**src/verilog/imt_pkg.sv**
```systemverilog
package imt_pkg;

    // ***************************************************************
    // Register map, byte addresses
    // ***************************************************************
    localparam logic [4:0] ADDR_TXBUF  = 5'h00;
    localparam logic [4:0] ADDR_CTRL   = 5'h04;
    localparam logic [4:0] ADDR_STATUS = 5'h08;
    localparam logic [4:0] ADDR_IRQ_ST = 5'h0C;
    localparam logic [4:0] ADDR_IRQ_MK = 5'h10;
    localparam logic [4:0] ADDR_BAUD   = 5'h14;

    // ***************************************************************
    // Field positions
    // ***************************************************************
    localparam int CTRL_START   = 0;
    localparam int CTRL_RESTART = 1;
    localparam int CTRL_STOP    = 2;
    localparam int ST_BF        = 0;
    localparam int ST_ACK       = 1;
    localparam int ST_WRITE_COLLISION_FLAG      = 2;
    localparam int ST_IRQF      = 3;
    localparam int ST_BUSY      = 4;
    localparam int EV_START     = 0;
    localparam int EV_BYTE      = 1;
    localparam int EV_END       = 2;
    localparam int EV_WRITE_COLLISION_FLAG      = 3;
    localparam int EV_W         = 4;

    // ***************************************************************
    // Reset values and timing
    // ***************************************************************
    localparam logic [7:0]      BAUD_RESET  = 8'h13;
    localparam logic [EV_W-1:0] MASK_RESET  = 4'h0;
    localparam int CLK_PERIOD_NS = 25;
    localparam int HOLD_TIME_NS  = 300;
    // Least time, so round up
    localparam int HOLD_CYC =
        (HOLD_TIME_NS + CLK_PERIOD_NS - 1) / CLK_PERIOD_NS;
    localparam logic [3:0] HOLD_CYC_W = 4'(HOLD_CYC);
    localparam logic [3:0] LAST_BIT   = 4'h8;

    // ***************************************************************
    // Types
    // ***************************************************************
    typedef struct packed {
        logic clock_line;
        logic data_line;
    } imt_pins_type;

    typedef enum logic [5:0] {
        S_IDLE    = 6'b000001,
        S_START   = 6'b000010,
        S_RESTART = 6'b000100,
        S_STOP    = 6'b001000,
        S_LOW     = 6'b010000,
        S_HIGH    = 6'b100000
    } imt_state_type;

endpackage
```
**src/verilog/imt_baud_gen.sv**
```systemverilog
`timescale 1ns/1ps
module imt_baud_gen (
    input  wire logic       clk,
    input  wire logic       resetn,
    input  wire logic       run,
    input  wire logic [7:0] reload,
    output logic            tick
);
    import imt_pkg::*;

    logic [7:0] cnt_q;

    // Stopped generator sits at the reload value, so each run starts
    // with a full rollover period
    always_ff @(posedge clk or negedge resetn) begin
        if (!resetn) begin
            cnt_q <= 8'h00;
        end else if (!run || cnt_q == 8'h00) begin
            cnt_q <= reload;
        end else begin
            cnt_q <= cnt_q - 8'h01;
        end
    end

    assign tick = run && cnt_q == 8'h00;
endmodule

```
**src/verilog/imt_master_tx.sv**
```systemverilog
// The Avalon-MM register port and the address map were decided locally.
`timescale 1ns/1ps
module imt_master_tx (
    input  wire logic                  clk,
    input  wire logic                  resetn,
    input  wire logic [4:0]            avs_address,
    input  wire logic                  avs_read,
    input  wire logic                  avs_write,
    input  wire logic [31:0]           avs_writedata,
    output logic [31:0]                avs_readdata,
    output logic                       avs_waitrequest,
    output logic                       irq,
    input  wire imt_pkg::imt_pins_type pin_in,
    output imt_pkg::imt_pins_type      pin_out,
    output imt_pkg::imt_pins_type      pin_oe_n
);
    import imt_pkg::*;

    // ***************************************************************
    // Pin synchronisers
    // ***************************************************************
    imt_pins_type  meta_q;
    imt_pins_type  sync_q;

    always_ff @(posedge clk or negedge resetn) begin
        if (!resetn) begin
            meta_q <= '{clock_line: 1'b1, data_line: 1'b1};
            sync_q <= '{clock_line: 1'b1, data_line: 1'b1};
        end else begin
            meta_q <= pin_in;
            sync_q <= meta_q;
        end
    end

    // ***************************************************************
    // Bus slave
    // ***************************************************************
    logic             ack_q;
    logic             req;
    logic             wr_go;
    logic             rd_go;
    logic [7:0]       tx_buffer_q;
    logic [7:0]       baud_q;
    logic [2:0]       ctrl_q;
    logic             buffer_full_flag_q;
    logic             ack_status_bit_q;
    logic             write_collision_flag_q;
    logic             port_irq_flag_q;
    logic [EV_W-1:0]  irq_st_q;
    logic [EV_W-1:0]  irq_mk_q;
    logic [EV_W-1:0]  ev;
    imt_state_type    state_q;
    logic             busy;

    assign req             = avs_read || avs_write;
    assign avs_waitrequest = req && !ack_q;
    assign wr_go           = avs_write && ack_q;
    assign rd_go           = avs_read && ack_q;
    assign busy            = state_q != S_IDLE;

    function automatic logic hit(input logic [4:0] a);
        return avs_address == a;
    endfunction

    // One wait cycle per access, read data stands at the accept edge
    always_ff @(posedge clk or negedge resetn) begin
        if (!resetn) begin
            ack_q <= 1'b0;
        end else begin
            ack_q <= req && !ack_q;
        end
    end

    always_ff @(posedge clk or negedge resetn) begin
        if (!resetn) begin
            avs_readdata <= 32'h00000000;
        end else if (req && !ack_q) begin
            unique case (avs_address)
                ADDR_TXBUF:  avs_readdata <= {24'h000000, tx_buffer_q};
                ADDR_CTRL:   avs_readdata <= {29'h00000000, ctrl_q};
                ADDR_STATUS: avs_readdata <= {27'h0000000, busy,
                    port_irq_flag_q, write_collision_flag_q,
                    ack_status_bit_q, buffer_full_flag_q};
                ADDR_IRQ_ST: avs_readdata <= {28'h0000000, irq_st_q};
                ADDR_IRQ_MK: avs_readdata <= {28'h0000000, irq_mk_q};
                ADDR_BAUD:   avs_readdata <= {24'h000000, baud_q};
                default:     avs_readdata <= 32'h00000000;
            endcase
        end
    end

    always_ff @(posedge clk or negedge resetn) begin
        if (!resetn) begin
            baud_q   <= BAUD_RESET;
            irq_mk_q <= MASK_RESET;
        end else if (wr_go && hit(ADDR_BAUD)) begin
            baud_q <= avs_writedata[7:0];
        end else if (wr_go && hit(ADDR_IRQ_MK)) begin
            irq_mk_q <= avs_writedata[EV_W-1:0];
        end
    end

    // ***************************************************************
    // Interrupt status, cleared by reading, a new event wins
    // ***************************************************************
    always_ff @(posedge clk or negedge resetn) begin
        if (!resetn) begin
            irq_st_q <= '0;
        end else if (rd_go && hit(ADDR_IRQ_ST)) begin
            irq_st_q <= (irq_st_q & ~avs_readdata[EV_W-1:0]) | ev;
        end else begin
            irq_st_q <= irq_st_q | ev;
        end
    end

    assign irq = |(irq_st_q & irq_mk_q);

    // ***************************************************************
    // Bus sequencer
    // ***************************************************************
    logic         tick;
    logic [1:0]   phase_q;
    logic [3:0]   bit_cnt_q;
    logic [3:0]   hold_q;
    logic [7:0]   shift_register_q;
    logic         drv_scl_q;
    logic         drv_sda_q;
    logic         buf_wr;
    logic         done;

    // Baud generator runs only while a sequence is under way
    imt_baud_gen u_baud (
        .clk    (clk),
        .resetn (resetn),
        .run    (busy),
        .reload (baud_q),
        .tick   (tick)
    );

    assign buf_wr = wr_go && hit(ADDR_TXBUF);
    assign done   = tick && ((state_q == S_HIGH && bit_cnt_q == LAST_BIT)
                    || (state_q == S_START && phase_q == 2'd1)
                    || (state_q == S_RESTART && phase_q == 2'd3)
                    || (state_q == S_STOP && phase_q == 2'd2));

    always_comb begin
        ev           = '0;
        ev[EV_START] = done && state_q == S_START;
        ev[EV_BYTE]  = done && state_q == S_HIGH;
        ev[EV_END]   = done && (state_q == S_STOP
                       || state_q == S_RESTART);
        ev[EV_WRITE_COLLISION_FLAG]  = buf_wr && busy;
    end

    always_ff @(posedge clk or negedge resetn) begin
        if (!resetn) begin
            state_q   <= S_IDLE;
            phase_q   <= 2'd0;
            bit_cnt_q <= 4'h0;
            ctrl_q    <= 3'b000;
        end else begin
            unique case (state_q)
                S_IDLE: begin
                    phase_q <= 2'd0;
                    if (buf_wr) begin
                        state_q   <= S_LOW;
                        bit_cnt_q <= 4'h0;
                    end else if (wr_go && hit(ADDR_CTRL)) begin
                        ctrl_q <= avs_writedata[2:0];
                        if (avs_writedata[CTRL_START]) begin
                            state_q <= S_START;
                        end else if (avs_writedata[CTRL_RESTART]) begin
                            state_q <= S_RESTART;
                        end else if (avs_writedata[CTRL_STOP]) begin
                            state_q <= S_STOP;
                        end
                    end
                end
                S_START, S_RESTART, S_STOP: begin
                    if (done) begin
                        state_q <= S_IDLE;
                        ctrl_q  <= 3'b000;
                    end else if (tick) begin
                        phase_q <= phase_q + 2'd1;
                    end
                end
                S_LOW: begin
                    if (tick) begin
                        state_q <= S_HIGH;
                    end
                end
                S_HIGH: begin
                    if (done) begin
                        state_q <= S_IDLE;
                    end else if (tick) begin
                        state_q   <= S_LOW;
                        bit_cnt_q <= bit_cnt_q + 4'h1;
                    end
                end
                default: begin
                    state_q <= S_IDLE;
                end
            endcase
        end
    end

    // Data changes only after the hold count following a clock fall
    always_ff @(posedge clk or negedge resetn) begin
        if (!resetn) begin
            hold_q <= 4'h0;
        end else if (state_q != S_LOW) begin
            hold_q <= 4'h0;
        end else if (hold_q != HOLD_CYC_W) begin
            hold_q <= hold_q + 4'h1;
        end
    end

    // ***************************************************************
    // Line drivers, a one means pull low
    // ***************************************************************
    always_ff @(posedge clk or negedge resetn) begin
        if (!resetn) begin
            drv_scl_q <= 1'b0;
        end else begin
            unique case (state_q)
                S_START: begin
                    if (tick && phase_q == 2'd0) begin
                        drv_scl_q <= 1'b1;
                    end
                end
                S_RESTART: begin
                    if (tick && phase_q == 2'd0) begin
                        drv_scl_q <= 1'b0;
                    end else if (tick && phase_q == 2'd2) begin
                        drv_scl_q <= 1'b1;
                    end
                end
                S_STOP: begin
                    if (tick && phase_q == 2'd0) begin
                        drv_scl_q <= 1'b0;
                    end
                end
                S_LOW: begin
                    drv_scl_q <= !tick;
                end
                S_HIGH: begin
                    drv_scl_q <= tick;
                end
                default: begin
                    drv_scl_q <= drv_scl_q;
                end
            endcase
        end
    end

    always_ff @(posedge clk or negedge resetn) begin
        if (!resetn) begin
            drv_sda_q <= 1'b0;
        end else begin
            unique case (state_q)
                S_START: begin
                    drv_sda_q <= 1'b1;
                end
                S_RESTART: begin
                    if (phase_q == 2'd0) begin
                        drv_sda_q <= 1'b0;
                    end else if (tick && phase_q == 2'd1) begin
                        drv_sda_q <= 1'b1;
                    end
                end
                S_STOP: begin
                    if (phase_q == 2'd0) begin
                        drv_sda_q <= 1'b1;
                    end else if (tick && phase_q == 2'd1) begin
                        drv_sda_q <= 1'b0;
                    end
                end
                S_LOW: begin
                    if (hold_q == HOLD_CYC_W - 4'h1) begin
                        // Ninth bit leaves the line to the slave
                        drv_sda_q <= bit_cnt_q != LAST_BIT
                            && !shift_register_q[7];
                    end
                end
                default: begin
                    drv_sda_q <= drv_sda_q || (!busy && wr_go
                        && hit(ADDR_CTRL) && avs_writedata[CTRL_START]);
                end
            endcase
        end
    end

    assign pin_out.clock_line  = 1'b0;
    assign pin_out.data_line   = 1'b0;
    assign pin_oe_n.clock_line = !drv_scl_q;
    assign pin_oe_n.data_line  = !drv_sda_q;

    // ***************************************************************
    // Buffer, shift register and flags
    // ***************************************************************
    always_ff @(posedge clk or negedge resetn) begin
        if (!resetn) begin
            tx_buffer_q      <= 8'h00;
            shift_register_q <= 8'h00;
        end else if (buf_wr && !busy) begin
            tx_buffer_q      <= avs_writedata[7:0];
            shift_register_q <= avs_writedata[7:0];
        end else if (state_q == S_HIGH && tick) begin
            shift_register_q <= {shift_register_q[6:0], 1'b0};
        end
    end

    always_ff @(posedge clk or negedge resetn) begin
        if (!resetn) begin
            buffer_full_flag_q <= 1'b0;
        end else if (buf_wr && !busy) begin
            buffer_full_flag_q <= 1'b1;
        end else if (state_q == S_HIGH && tick
                     && bit_cnt_q == LAST_BIT - 4'h1) begin
            buffer_full_flag_q <= 1'b0;
        end
    end

    // Synced line lags the pin two cycles, well inside the high phase
    always_ff @(posedge clk or negedge resetn) begin
        if (!resetn) begin
            ack_status_bit_q <= 1'b0;
        end else if (done && state_q == S_HIGH) begin
            ack_status_bit_q <= sync_q.data_line;
        end
    end

    // Write-one-to-clear; a new collision in the same cycle wins
    always_ff @(posedge clk or negedge resetn) begin
        if (!resetn) begin
            write_collision_flag_q <= 1'b0;
        end else if (buf_wr && busy) begin
            write_collision_flag_q <= 1'b1;
        end else if (wr_go && hit(ADDR_STATUS)
                     && avs_writedata[ST_WRITE_COLLISION_FLAG]) begin
            write_collision_flag_q <= 1'b0;
        end
    end

    always_ff @(posedge clk or negedge resetn) begin
        if (!resetn) begin
            port_irq_flag_q <= 1'b0;
        end else if (done) begin
            port_irq_flag_q <= 1'b1;
        end else if (wr_go && hit(ADDR_STATUS)
                     && avs_writedata[ST_IRQF]) begin
            port_irq_flag_q <= 1'b0;
        end
    end
endmodule

```
**config.mk**
```make
export PLATFORM = sky130hd
export DESIGN_NAME = imt_master_tx
export DESIGN_NICKNAME = d
export VERILOG_FILES = /design/src/verilog/imt_pkg.sv /design/src/verilog/imt_baud_gen.sv /design/src/verilog/imt_master_tx.sv
export SDC_FILE = /design/constraint.sdc
export NUM_CORES = 1
export LEC_CHECK = 0
export BUFFER_PORTS_ARGS = -buffer_cell sky130_fd_sc_hd__buf_4
export CAP_MARGIN = 20
export CELL_PAD_IN_SITES_DETAIL_PLACEMENT = 1
export CELL_PAD_IN_SITES_GLOBAL_PLACEMENT = 1
export CORE_UTILIZATION = 46
export CTS_CLUSTER_SIZE = 16
export DETAILED_ROUTE_END_ITERATION = 7
export PLACE_DENSITY_LB_ADDON = 0.1
export SYNTH_ARGS = -nofsm -noshare
export SYNTH_HDL_FRONTEND = slang
export SYNTH_SLANG_ARGS = --single-unit
```
**constraint.sdc**
```tcl
create_clock -name clk -period 4.1 [get_ports clk]
set_input_delay 0.615 -clock clk [delete_from_list [all_inputs] [get_ports clk]]
set_output_delay 0.615 -clock clk [all_outputs]
set_load 0.02 [all_outputs]
```
# --- After elaboration in Yosys (flattened, before gate mapping) ---
# Cells that the tools add are included.
op_classes:
  n_addsub: 4
  eq_ne: 39
  mux: 45
  bitwise: 6
  reduce_logical: 64
ops:
  columns: ["op", "count"]
  rows:
  - ["$mux W6", 9]
  - ["$pmux W8 S6", 1]
  - ["$logic_and A1 B1 Y1", 31]
  - ["$mux W4", 6]
  - ["$mux W8", 3]
  - ["$pmux W6 S4", 1]
  - ["$ne A2 B2 Y1 const B", 10]
  - ["$mux W1", 15]
  - ["$reduce_bool A2 Y1", 7]
  - ["$reduce_and A4 Y1", 3]
  - ["$eq A5 B4 Y1 const B", 2]
  - ["$eq A5 B5 Y1 const B", 2]
  - ["$mux W3", 3]
  - ["$ne A3 B1 Y1 const B", 3]
  - ["$add A4 B1 Y4 const B", 2]
  - ["$and A4 B4 Y4", 2]
  - ["$eq A4 B4 Y1 const B", 2]
  - ["$logic_not A8 Y1", 1]
  - ["$ne A4 B4 Y1 const B", 2]
  - ["$or A4 B4 Y4", 2]
  - ["$pmux W4 S2", 1]
  - ["$sub A8 B1 Y8 const B", 1]
  - ["$logic_or A1 B1 Y1", 7]
  - ["$eq A6 B1 Y1 const B", 1]
  - ["31 further kinds", 41]
word_totals:
  register_bits: 100
  out_inout_bits: 38
  word_cells: 179

# --- Depth between registers and ports, before layout ---
# Gate-level depths: netlist of the first run.
logic_depth:
  word_depth: 9
  ltp_mapped: 9
  mapped_depth_nobuf: 7

# --- Hierarchy ---
# From an unflattened synthesis of the first run, not the netlist that was laid out.
hier_totals:
  cells_unflattened: 418
  area_unflattened_um2: 4194.0
modules_own_cells:
  columns: ["mod", "instances", "cells_each", "area_per_inst_um2"]
  rows:
  - ["imt_master_tx", 1, 369, 3686.0]
  - ["imt_baud_gen", 1, 49, 508.0]

# --- Worst setup path before layout of the first run ---
# OpenSTA, ideal clock, no wires.
synth_timing:
  path_type: "reg2reg"
  startpoint: "register state_q[1]"
  endpoint: "register shift_register_q[1]"
  setup_time_ns: 0.126
  t_arrival_ns: 2.229
  required_ns: 3.974
  slack_ns: 1.745
  path_stages_with_launch: 8
  n_path_buf: 2
  period_less_slack_ns: 2.355
  cell_sequence: "dfrtp_1 buf_6 or4_4 or3b_1 buf_6 nor3_4 nor2_2 a221o_1"
synth_between:
  elab_chain_cells: 4
  word_cells_on_any_way: 8
  cone_classes: "eq/ne: 2; mux: 1; reduce/logical: 5"
synth_rtl:
  columns: ["element", "line", "text"]
  rows:
  - ["start: declaration", "imt_master_tx.sv:52", "imt_state_type state_q;"]
  - ["start signal: assignment", "imt_master_tx.sv:157", "state_q <= S_IDLE;"]
  - ["start signal: assignment", "imt_master_tx.sv:166", "state_q <= S_LOW;"]
  - ["start signal: assignment", "imt_master_tx.sv:171", "state_q <= S_START;"]
  - ["$ne A6 B1 Y1", "imt_master_tx.sv:59", "assign busy = state_q != S_IDLE;"]
  - ["$logic_not A1 Y1 / $logic_and A1 B1 Y1 (equally long branches)", "imt_master_tx.sv:305, imt_baud_gen.sv:25", null]
  - ["$logic_and A1 B1 Y1, on equally long branches", "imt_master_tx.sv:305, imt_master_tx.sv:308", null]
  - ["$mux W8 / $reduce_bool A2 Y1 (equally long branches)", null, null]
  - ["end signal: assignment", "imt_master_tx.sv:307", "shift_register_q <= avs_writedata[7:0];"]
  - ["end signal: assignment", "imt_master_tx.sv:309", "shift_register_q <= {shift_register_q[6:0], 1'b0};"]
  - ["end: declaration", "imt_master_tx.sv:125", "logic [7:0] shift_register_q;"]
# Several ways; a longest one is shown, not always the timed one.
# A chain may end at the register's enable or synchronous reset.

# --- Worst setup path in the final report of the first run ---
layout_timing:
  startpoint: "register state_q[3]"
  endpoint: "register shift_register_q[1]"
# The elaborated chain is that of the path after synthesis.

==> impl_metrics.yaml, run 1 <==
outcome:
  status: "completed"
clock_tree:
  cts.htree.levels: 3
  post_cts_buffers: 0
  root_buffer: "clkbuf_8"
  hold_buffers: 0
  clk_pin_slew_ns: 0.08
  cts_num_sinks: 76
  cts-buffers-inserted: 9
  cts_buffer_depth: 2
  post_cts_resized: 0
  clock_latency_ns: 0.35
  cts_tree: "built"
critical_path:
  path_cells: "or4_4 > or3b_1 > nor3_4 > nor2_2 > a221o_1"
  cp_slowest_cell: "or4_4"
  crit_path_start_kind: "register"
  path_max_fanout: 13
  path_delay_family: "simple AND/OR/NAND/NOR gates"
  critPathBufInv: 0
  cp_slowest_stage_delay_ns: 0.58
  worstPathArrival_ns: 2.94
  path_class: "register to register"
  worstPathRequired_ns: 4.33
  end_kind: "register"
synthesis:
  synthArstFlopShare_pct: 100
  ys_ff_latch: 76
  synth_ff_type: "dfrtp_1"
  synth_edf_count: 0
  synth_cells: 431
  synth_cell_types: 65
  syn_avg_cell_area_um2: 9.61
  syn_area_um2: 4140
  ys_warn_count: 0
  ys_seq_area_share_pct: 46.1
sta:
  hold_violations: 0
  slew_headroom_pct: 47.7
  fin_crit_sh_pct: 66.2
  drv_slew: 0
  fmax_mhz: 368
  finClkSkew_ns: 0.0103
  period_minus_slack_ns: 2.71
  setup_tns_ns: 0
  worst_pin_slew_ns: 0.783
  setup_viol: 0
  rsz0062_at_grt: "no"
drt:
  vias_per_cell: 5.65
  drtIter0Drc: 147
  route.detailed.drc: 0
  routed_wl_mm: 10.4
  via_count: 3208
  ant_nets: 0
  avgRoutedWirePerCell_um: 18.4
  first_pass_iters: 4
power:
  leakage_uw: 0.00216
  max-vdd-ir-drop_v: 0.000270
  power_density_nw_per_um2: 496
place:
  hpwlAfterDp_mm: 7.64
  place_area_um2: 4320
  gp_congestion: 0.837
  portBuffers: 29
flow_run:
  maxCapViolations: 0
hold_path:
  hold_path_class: "input port to asynchronous set/reset pin"
cells_and_area:
  area_growth_pct: 11.0
  nFillCells: 983
  num_antenna_cells: 0
  ff_latch_area_um2: 1910
  multi_input_area_um2: 1980
  final_area_um2: 4590
  drive_above_1_share_pct: 15.4
  final_nets: 508
global_route:
  grt_pass1_wl_mm: 17.4
  grt_start_max_net_pins: 77
  grt_overflow: 0
  antenna_found_initial: 0
  grt_pass1_vias: 3232
  grt_usage_pct: 23.6
die:
  pin_count: 81
  core.rowCount: 34
  core_um2: 8720
  die_area_um2: 9380
  die_h_um: 96.9
  start_util_pct: 47.5
  die_w_um: 96.9
-- metrics by stage --
step / power [µW] / std cells / hold WS, ns / utilization [%] / worst slack (ns)
floorplan: 1390 / 456 / 0.319 / - / 1.74
global placement: 1540 / 551 / 0.348 / 49.5 / 1.46
detailed placement: 1580 / 551 / 0.350 / 49.5 / 1.42
CTS: 2290 / 567 / 0.361 / 52.4 / 1.40
global route: 2410 / 568 / 0.122 / 52.7 / 1.29
finish: 2280 / 568 / 0.134 / 52.7 / 1.39
-- cells in the mapped netlist, drive strengths merged (3+ instances only) --
library cell	n	area share, %
dfrtp	70	42
nand2	69	6.3
o21ai	38	4.6
buf	33	5.9
nor2	20	1.9
inv	17	1.5
nand3	14	1.8
mux2i	12	2.9
clkbuf	11	1.0
a21oi	10	1.2
ha	10	3.0
a21o	7	1.3
mux2	7	1.9
nor3	7	1.1
xnor2	7	1.5
a22oi	6	1.1
and3	6	0.91
dfstp	6	3.8
o2bb2ai	6	1.3
xor2	5	1.1
a22o	4	0.91
and3b	4	0.85
nor3b	4	0.73
nor4	4	0.60
o22ai	4	0.60
or4	4	0.82
a222oi	3	0.73
a31oi	3	0.45
and2	3	0.45
or3	3	0.45
-- area by class of cell --
| type | count | share of cell area [%] |
|---|---|---|
| clock buffer | 10 | 3.00 |
| timing repair buffer | 32 | 5.66 |
| sequential | 76 | 41.6 |
| clock inverter | 6 | 2.42 |
| inverter | 17 | 1.39 |
| tap | 108 | 2.94 |
| multi-input combinational | 319 | 43.0 |
-- routing by layer --
layer / share of wire (%) / vias to the layer above / track usage (%)
met4: 0.73 / 0 / 5.28
met2: 48 / 50 / 36.4
li1: - / 1526 / -
met1: 48 / 1626 / 34.3
met5: 0 / - / 0
met3: 3.4 / 6 / 4.55
-- registers in the layout, indices dropped and copies added, names as in the netlist --
name,count
avs_readdata,8
baud_q,8
shift_register_q,8
tx_buffer_q,8
u_baud.cnt_q,8
state_q,6
bit_cnt_q,4
hold_q,4
irq_mk_q,4
irq_st_q,4
ctrl_q,3
phase_q,2
ack_q,1
ack_status_bit_q,1
buffer_full_flag_q,1
drv_scl_q,1
drv_sda_q,1
meta_q,1
port_irq_flag_q,1
sync_q,1
write_collision_flag_q,1
-- power breakdown --
group          switching, µW  internal (µW)
Combinational            359            222
Sequential               112            876
Clock                    290            421
-- cells by family after synthesis --
| kind of cell | Yosys count | synth area share [%] |
|---|---|---|
| xor+xnor | 12 | 2.54 |
| flops | 76 | 46.1 |
| fa+ha+maj | 10 | 3.02 |
| mux | 19 | 4.81 |
| other cells | 1 | 0.0906 |
| buf+inv | 61 | 8.40 |
| compound gates | 99 | 16.4 |
| simple gates | 153 | 18.7 |
-- placed cells by master (no fill, tap or decap), types with 5 or more instances in the layout --
cell type / instances
a21o_1: 7
a21oi_1: 10
a22oi_1: 6
and3_1: 6
buf_4: 31
clkbuf_8: 10
conb_1: 26
dfrtp_1: 70
dfstp_2: 6
ha_1: 10
inv_1: 17
mux2_2: 7
mux2i_1: 12
nand2_1: 69
nand3_1: 13
nor2_1: 19
nor3_1: 6
o21ai_0: 32
o21ai_1: 6
o2bb2ai_1: 6
xnor2_1: 7
xor2_1: 5
-- worst paths after layout --
kind                                 start                  end  slack (ns)  depth (start not counted)
max in group asynchronous           resetn            sync_q[0]        3.33                          2
min in group clk                 meta_q[0]            sync_q[0]        0.36                          0
worst min-delay path                resetn            hold_q[0]        0.13                          1
worst max register to register  state_q[3]  shift_register_q[1]        1.39                          5
worst max-delay path            state_q[3]  shift_register_q[1]        1.39                          5
worst min register to register   meta_q[0]            sync_q[0]        0.36                          0
Power figures use the tool's default switching activity.
==> inputs of run 2 (changes only) <==
--- a/config.mk
+++ b/config.mk
@@ -9,7 +9,7 @@
 export CAP_MARGIN = 20
 export CELL_PAD_IN_SITES_DETAIL_PLACEMENT = 1
 export CELL_PAD_IN_SITES_GLOBAL_PLACEMENT = 1
-export CORE_UTILIZATION = 46
+export CORE_UTILIZATION = 42
 export CTS_CLUSTER_SIZE = 16
 export DETAILED_ROUTE_END_ITERATION = 7
 export PLACE_DENSITY_LB_ADDON = 0.1
==> constraint.sdc (replaced) <==
create_clock -name clk -period 2.8 [get_ports clk]
set_input_delay 0.42 -clock clk [delete_from_list [all_inputs] [get_ports clk]]
set_output_delay 0.42 -clock clk [all_outputs]
set_load 0.02 [all_outputs]
==> run 2 against run 1 <==
  * Maximum frequency rose by 12%
  * Die area rose by 9.3%
  * Largest power group unchanged
  * Critical endpoint is now phase_q[1]
  * Routed wire length increased by 4.8%
  * Global-route usage is 0.14 points lower
  * Final area is 1.3% higher
==> impl_metrics.yaml, run 2 (synthesis gave the netlist of run 1 again) <==
outcome:
  status: "completed"
place:
  gp_congestion: 0.815
  hpwlAfterDp_mm: 8.25
  place_inst: 585
  portBuffers: 29
critical_path:
  path_max_fanout: 6
  worstPathRequired_ns: 3.05
  r2r_cells: 5
  path_delay_family: "simple AND/OR/NAND/NOR gates"
  rr_startpoint: "state_q[0]"
  critPathBufInv: 0
  path_class: "register to register"
  crit_cells: 5
  worstPathArrival_ns: 2.67
  end_kind: "register"
  cp_slowest_cell: "or4_4"
  worst_r2r_endpoint: "phase_q[1]"
  r2r_slack_ns: 0.37
  cp_slowest_stage_delay_ns: 0.56
  path_cells: "or4_4 > or3b_1 > o211ai_1 > or2_2 > mux2_2"
  crit_path_start_kind: "register"
die:
  die_h_um: 101
  core.rowCount: 35
  core_um2: 9420
  pin_count: 81
  start_util_pct: 44.0
  die_w_um: 101
  die_area_um2: 10300
clock_tree:
  root_buffer: "clkbuf_8"
  hold_buffers: 0
  cts.htree.levels: 3
  clock_latency_ns: 0.36
  cts_tree: "built"
  clk_pin_slew_ns: 0.09
  cts_num_sinks: 76
  cts_buffer_depth: 2
  cts-buffers-inserted: 9
drt:
  ant_nets: 0
  drtIter0Drc: 155
  route.detailed.drc: 0
  first_pass_iters: 5
  routed_wl_mm: 10.9
  via_count: 3240
  avgRoutedWirePerCell_um: 18.2
  vias_per_cell: 5.39
sta:
  period_minus_slack_ns: 2.43
  rsz0062_at_grt: "no"
  drv_slew: 0
  fin_crit_sh_pct: 86.7
  hold_violations: 0
  setup_viol: 0
  slew_headroom_pct: 34.3
  setup_tns_ns: 0
  finClkSkew_ns: 0.00999
  worst_pin_slew_ns: 0.985
  fmax_mhz: 412
cells_and_area:
  area_growth_pct: 12.5
  most-common-layout-cells: "dfrtp_1, nand2_1, buf_4"
  num_antenna_cells: 0
  nFillCells: 1094
  finalNonFillerCells: 601
  mostFrequentLayoutCell: "dfrtp_1"
  final_nets: 520
  drive_above_1_share_pct: 17.8
hold_path:
  min_to: "meta_q[0]"
  worstHoldStart: "pin_in[0]"
  hold_path_depth: 1
  hold_path_class: "input port to register"
power:
  p_int_uw: 2080
  p_switching_uw: 1120
  max-vdd-ir-drop_v: 0.000342
  swShare_pct: 35.1
  pwr-share-clk_pct: 27.6
  power_density_nw_per_um2: 687
  pwr-share-seq_pct: 45.0
  pwr-share-comb_pct: 27.4
  leakage_uw: 0.00219
global_route:
  use_met2_pct: 38.6
  antenna_found_initial: 0
  grt-busiest-layer: "met2"
  grt_pass1_vias: 3370
  grt_overflow: 0
  grtUsageMet3_pct: 4.28
  grt_start_max_net_pins: 77
  met1_usage_pct: 31.3
  grt_usage_pct: 23.4
  grt_pass1_wl_mm: 17.9
flow_run:
  maxCapViolations: 0
==> run 2: power groups by stage <==
stage / combinational (µW) / sequential, µW / clock (µW)
5_1_grt: 985 / 1460 / 951
3_3_place_gp: 849 / 1450 / 0
6_report: 875 / 1440 / 882
3_5_place_dp: 881 / 1460 / 0
4_1_cts: 888 / 1440 / 911
2_1_floorplan: 632 / 1400 / 0
==> run 2: metrics by stage <==
step                      power [µW]  hold WS (ns)  setup slack, ns  util [%]  area [µm²]
final                           3200         0.176            0.374      49.4        4660
after global placement          2300         0.346            0.383      47.2        4440
after global routing            3400         0.158            0.262      49.4        4660
after CTS                       3240         0.163            0.343      49.4        4650
after detailed placement        2340         0.348            0.373      47.2        4440
after floorplan                 2040         0.124            0.445         -        4230
==> run 2: how the worst max path moves through the flow <==
stage | startpoint | to | slack (ns)
final | state_q[0] | phase_q[1] | 0.37
after global routing | state_q[3] | phase_q[1] | 0.26
after CTS | state_q[3] | drv_sda_q | 0.34
after detailed placement | state_q[3] | drv_sda_q | 0.37
after global placement | state_q[3] | drv_sda_q | 0.38
after floorplan | state_q[1] | shift_register_q[1] | 0.44
==> run 2: routing by layer <==
layer | wire, µm | share of wire, %
met1 | 5060 | 46
met3 | 406 | 3.7
met2 | 5330 | 49
met5 | 0 | 0
met4 | 133 | 1.2
==> run 2: what timing repair did <==
action                                  CTS  global route
endpoints found under the setup margin    0             2
setup buffers                             0             0
resized for setup                         0             1
==> run 2: final cells by class <==
type	count	area, µm²	area share, %
clock buffer	10	138	2.96
multi-input combinational	319	1980	42.6
clock inverter	6	70.1	1.50
tap	129	161	3.47
timing repair buffer	44	330	7.09
inverter	17	63.8	1.37
sequential	76	1910	41.0
==> inputs of run 3 (changes only) <==
--- a/config.mk
+++ b/config.mk
@@ -9,10 +9,11 @@
 export CAP_MARGIN = 20
 export CELL_PAD_IN_SITES_DETAIL_PLACEMENT = 1
 export CELL_PAD_IN_SITES_GLOBAL_PLACEMENT = 1
-export CORE_UTILIZATION = 42
+export CORE_UTILIZATION = 36
 export CTS_CLUSTER_SIZE = 16
 export DETAILED_ROUTE_END_ITERATION = 7
 export PLACE_DENSITY_LB_ADDON = 0.1
+export SETUP_SLACK_MARGIN = 0.4
 export SYNTH_ARGS = -nofsm -noshare
 export SYNTH_HDL_FRONTEND = slang
 export SYNTH_SLANG_ARGS = --single-unit
==> run 3 against run 2 <==
  * Global-route usage is 2.9 points lower
  * Highest routed layer unchanged
  * Setup slack better by 0.099 ns
  * Clock power rose by 43%
  * Critical endpoint is now ack_status_bit_q
  * Non-clock buffer count rose by 5
  * Largest cell class unchanged
  * Sequential power hardly changed
  * Core utilization decreased by 5.7 points
==> impl_metrics.yaml, run 3 (synthesis gave the netlist of run 1 again) <==
clock_tree:
  cts_num_sinks: 76
  clk_pin_slew_ns: 0.06
  cts_buffer_depth: 2
  hold_buffers: 0
  cts.htree.levels: 3
  clock_latency_ns: 0.33
  cts-buffers-inserted: 9
  root_buffer: "clkbuf_16"
  cts_tree: "built"
die:
  start_util_pct: 37.5
  die_h_um: 109
  die_w_um: 109
  core_um2: 11000
  die_area_um2: 11900
  pin_count: 81
  core.rowCount: 38
global_route:
  grt_overflow: 0
  antenna_found_initial: 0
  grt_usage_pct: 20.5
  grt_pass1_vias: 3453
  grt_pass1_wl_mm: 18.5
  grt_start_max_net_pins: 43
power:
  pwr-share-clk_pct: 35.0
  pwr-share-seq_pct: 39.9
  leakage_uw: 0.00228
  pwr-share-comb_pct: 25.0
  power_density_nw_per_um2: 745
  max-vdd-ir-drop_v: 0.000391
  swShare_pct: 31.7
  p_int_uw: 2460
  p_switching_uw: 1140
critical_path:
  cp_slowest_stage_delay_ns: 0.58
  path_delay_family: "simple AND/OR/NAND/NOR gates"
  path_cells: "or4_4 > or3b_4 > a2111oi_4 > mux2_2"
  worstPathArrival_ns: 2.54
  end_kind: "register"
  r2r_cells: 4
  path_max_fanout: 5
  r2r_slack_ns: 0.47
  crit_cells: 4
  rr_startpoint: "state_q[2]"
  path_class: "register to register"
  crit_path_start_kind: "register"
  worstPathRequired_ns: 3.01
  startpoint: "state_q[2]"
  worst_r2r_endpoint: "ack_status_bit_q"
  critPathBufInv: 0
  cp_slowest_cell: "or4_4"
  cp-endpoint: "ack_status_bit_q"
sta:
  worst_pin_slew_ns: 0.584
  setup_tns_ns: 0
  period_minus_slack_ns: 2.33
  rsz0062_at_grt: "no"
  setup_viol: 0
  drv_slew: 0
  hold_violations: 0
  fmax_mhz: 430
  slew_headroom_pct: 61.1
  fin_crit_sh_pct: 83.1
  finClkSkew_ns: 0.00842
cells_and_area:
  num_antenna_cells: 0
  drive_above_1_share_pct: 18.7
  most-common-layout-cells: "dfrtp_1, nand2_1, buf_4"
  final_nets: 525
  area_growth_pct: 16.6
  mostFrequentLayoutCell: "dfrtp_1"
  final_area_um2: 4830
place:
  portBuffers: 29
  gp_congestion: 0.824
  place_area_um2: 4470
  hpwlAfterDp_mm: 8.54
drt:
  route.detailed.drc: 0
  avgRoutedWirePerCell_um: 18.2
  vias_per_cell: 5.33
  routed_wl_mm: 11.3
  first_pass_iters: 4
  via_count: 3287
  drtIter0Drc: 127
  ant_nets: 0
flow_run:
  maxCapViolations: 0
outcome:
  status: "completed"
hold_path:
  hold_path_class: "input port to asynchronous set/reset pin"
-- run 3: final cells by class --
cell class | instances | area [µm²]
inverter | 17 | 63.8
multi-input combinational | 319 | 1990
clock buffer | 12 | 246
timing repair buffer | 49 | 368
fill | 1282 | 6200
clock inverter | 4 | 72.6
sequential | 76 | 1910
tap | 140 | 175
-- run 3: worst reg2reg max path, cell delays in order, from the launching register on --
cell and delay (ns):
dfrtp_1 0.38, or4_4 0.58, or3b_4 0.47, a2111oi_4 0.42
mux2_2 0.38
-- run 3: what timing repair did --
item,4_1_cts,5_1_grt
hold endpoints to repair,0,0
resized for setup,2,4
buffers inserted,0,3
pin swaps,0,4
setup endpoints to repair,4,7
cloned,0,0
-- run 3: power groups by stage --
stage                     Sequential, µW  Clock (µW)  Combinational (µW)
after global routing                1460        1330                1010
after detailed placement            1460           0                 902
after global placement              1450           0                 884
final                               1440        1260                 900
after floorplan                     1400           0                 632
after CTS                           1440        1280                 910
-- run 3: layer usage --
metal	GRT usage, %	wire, µm	up-vias
met5	0	0	-
met4	5.14	62	0
met3	2.75	309	5
met2	33.6	5440	55
met1	28.5	5450	1670
li1	-	-	1557
-- run 3: worst min path at each step --
stage	slack, ns	endpoint	cells past startpoint	from
floorplan	0.12	ack_q	0	resetn
global placement	0.35	sync_q[0]	0	meta_q[0]
detailed placement	0.35	sync_q[0]	0	meta_q[0]
CTS	0.12	state_q[1]	1	resetn
global route	0.14	baud_q[2]	1	resetn
finish	0.10	baud_q[2]	1	resetn
-- run 3: per-stage QoR --
step                setup WS (ns)  util (%)  hold slack, ns  power [µW]  cells
floorplan                   0.445         -           0.124        2040    456
global placement            0.388      40.5           0.348        2330    598
detailed placement          0.362      40.5           0.349        2360    598
CTS                         0.425      43.4           0.122        3630    614
global route                0.385      43.8           0.137        3810    617
finish                      0.473      43.8           0.101        3600    617
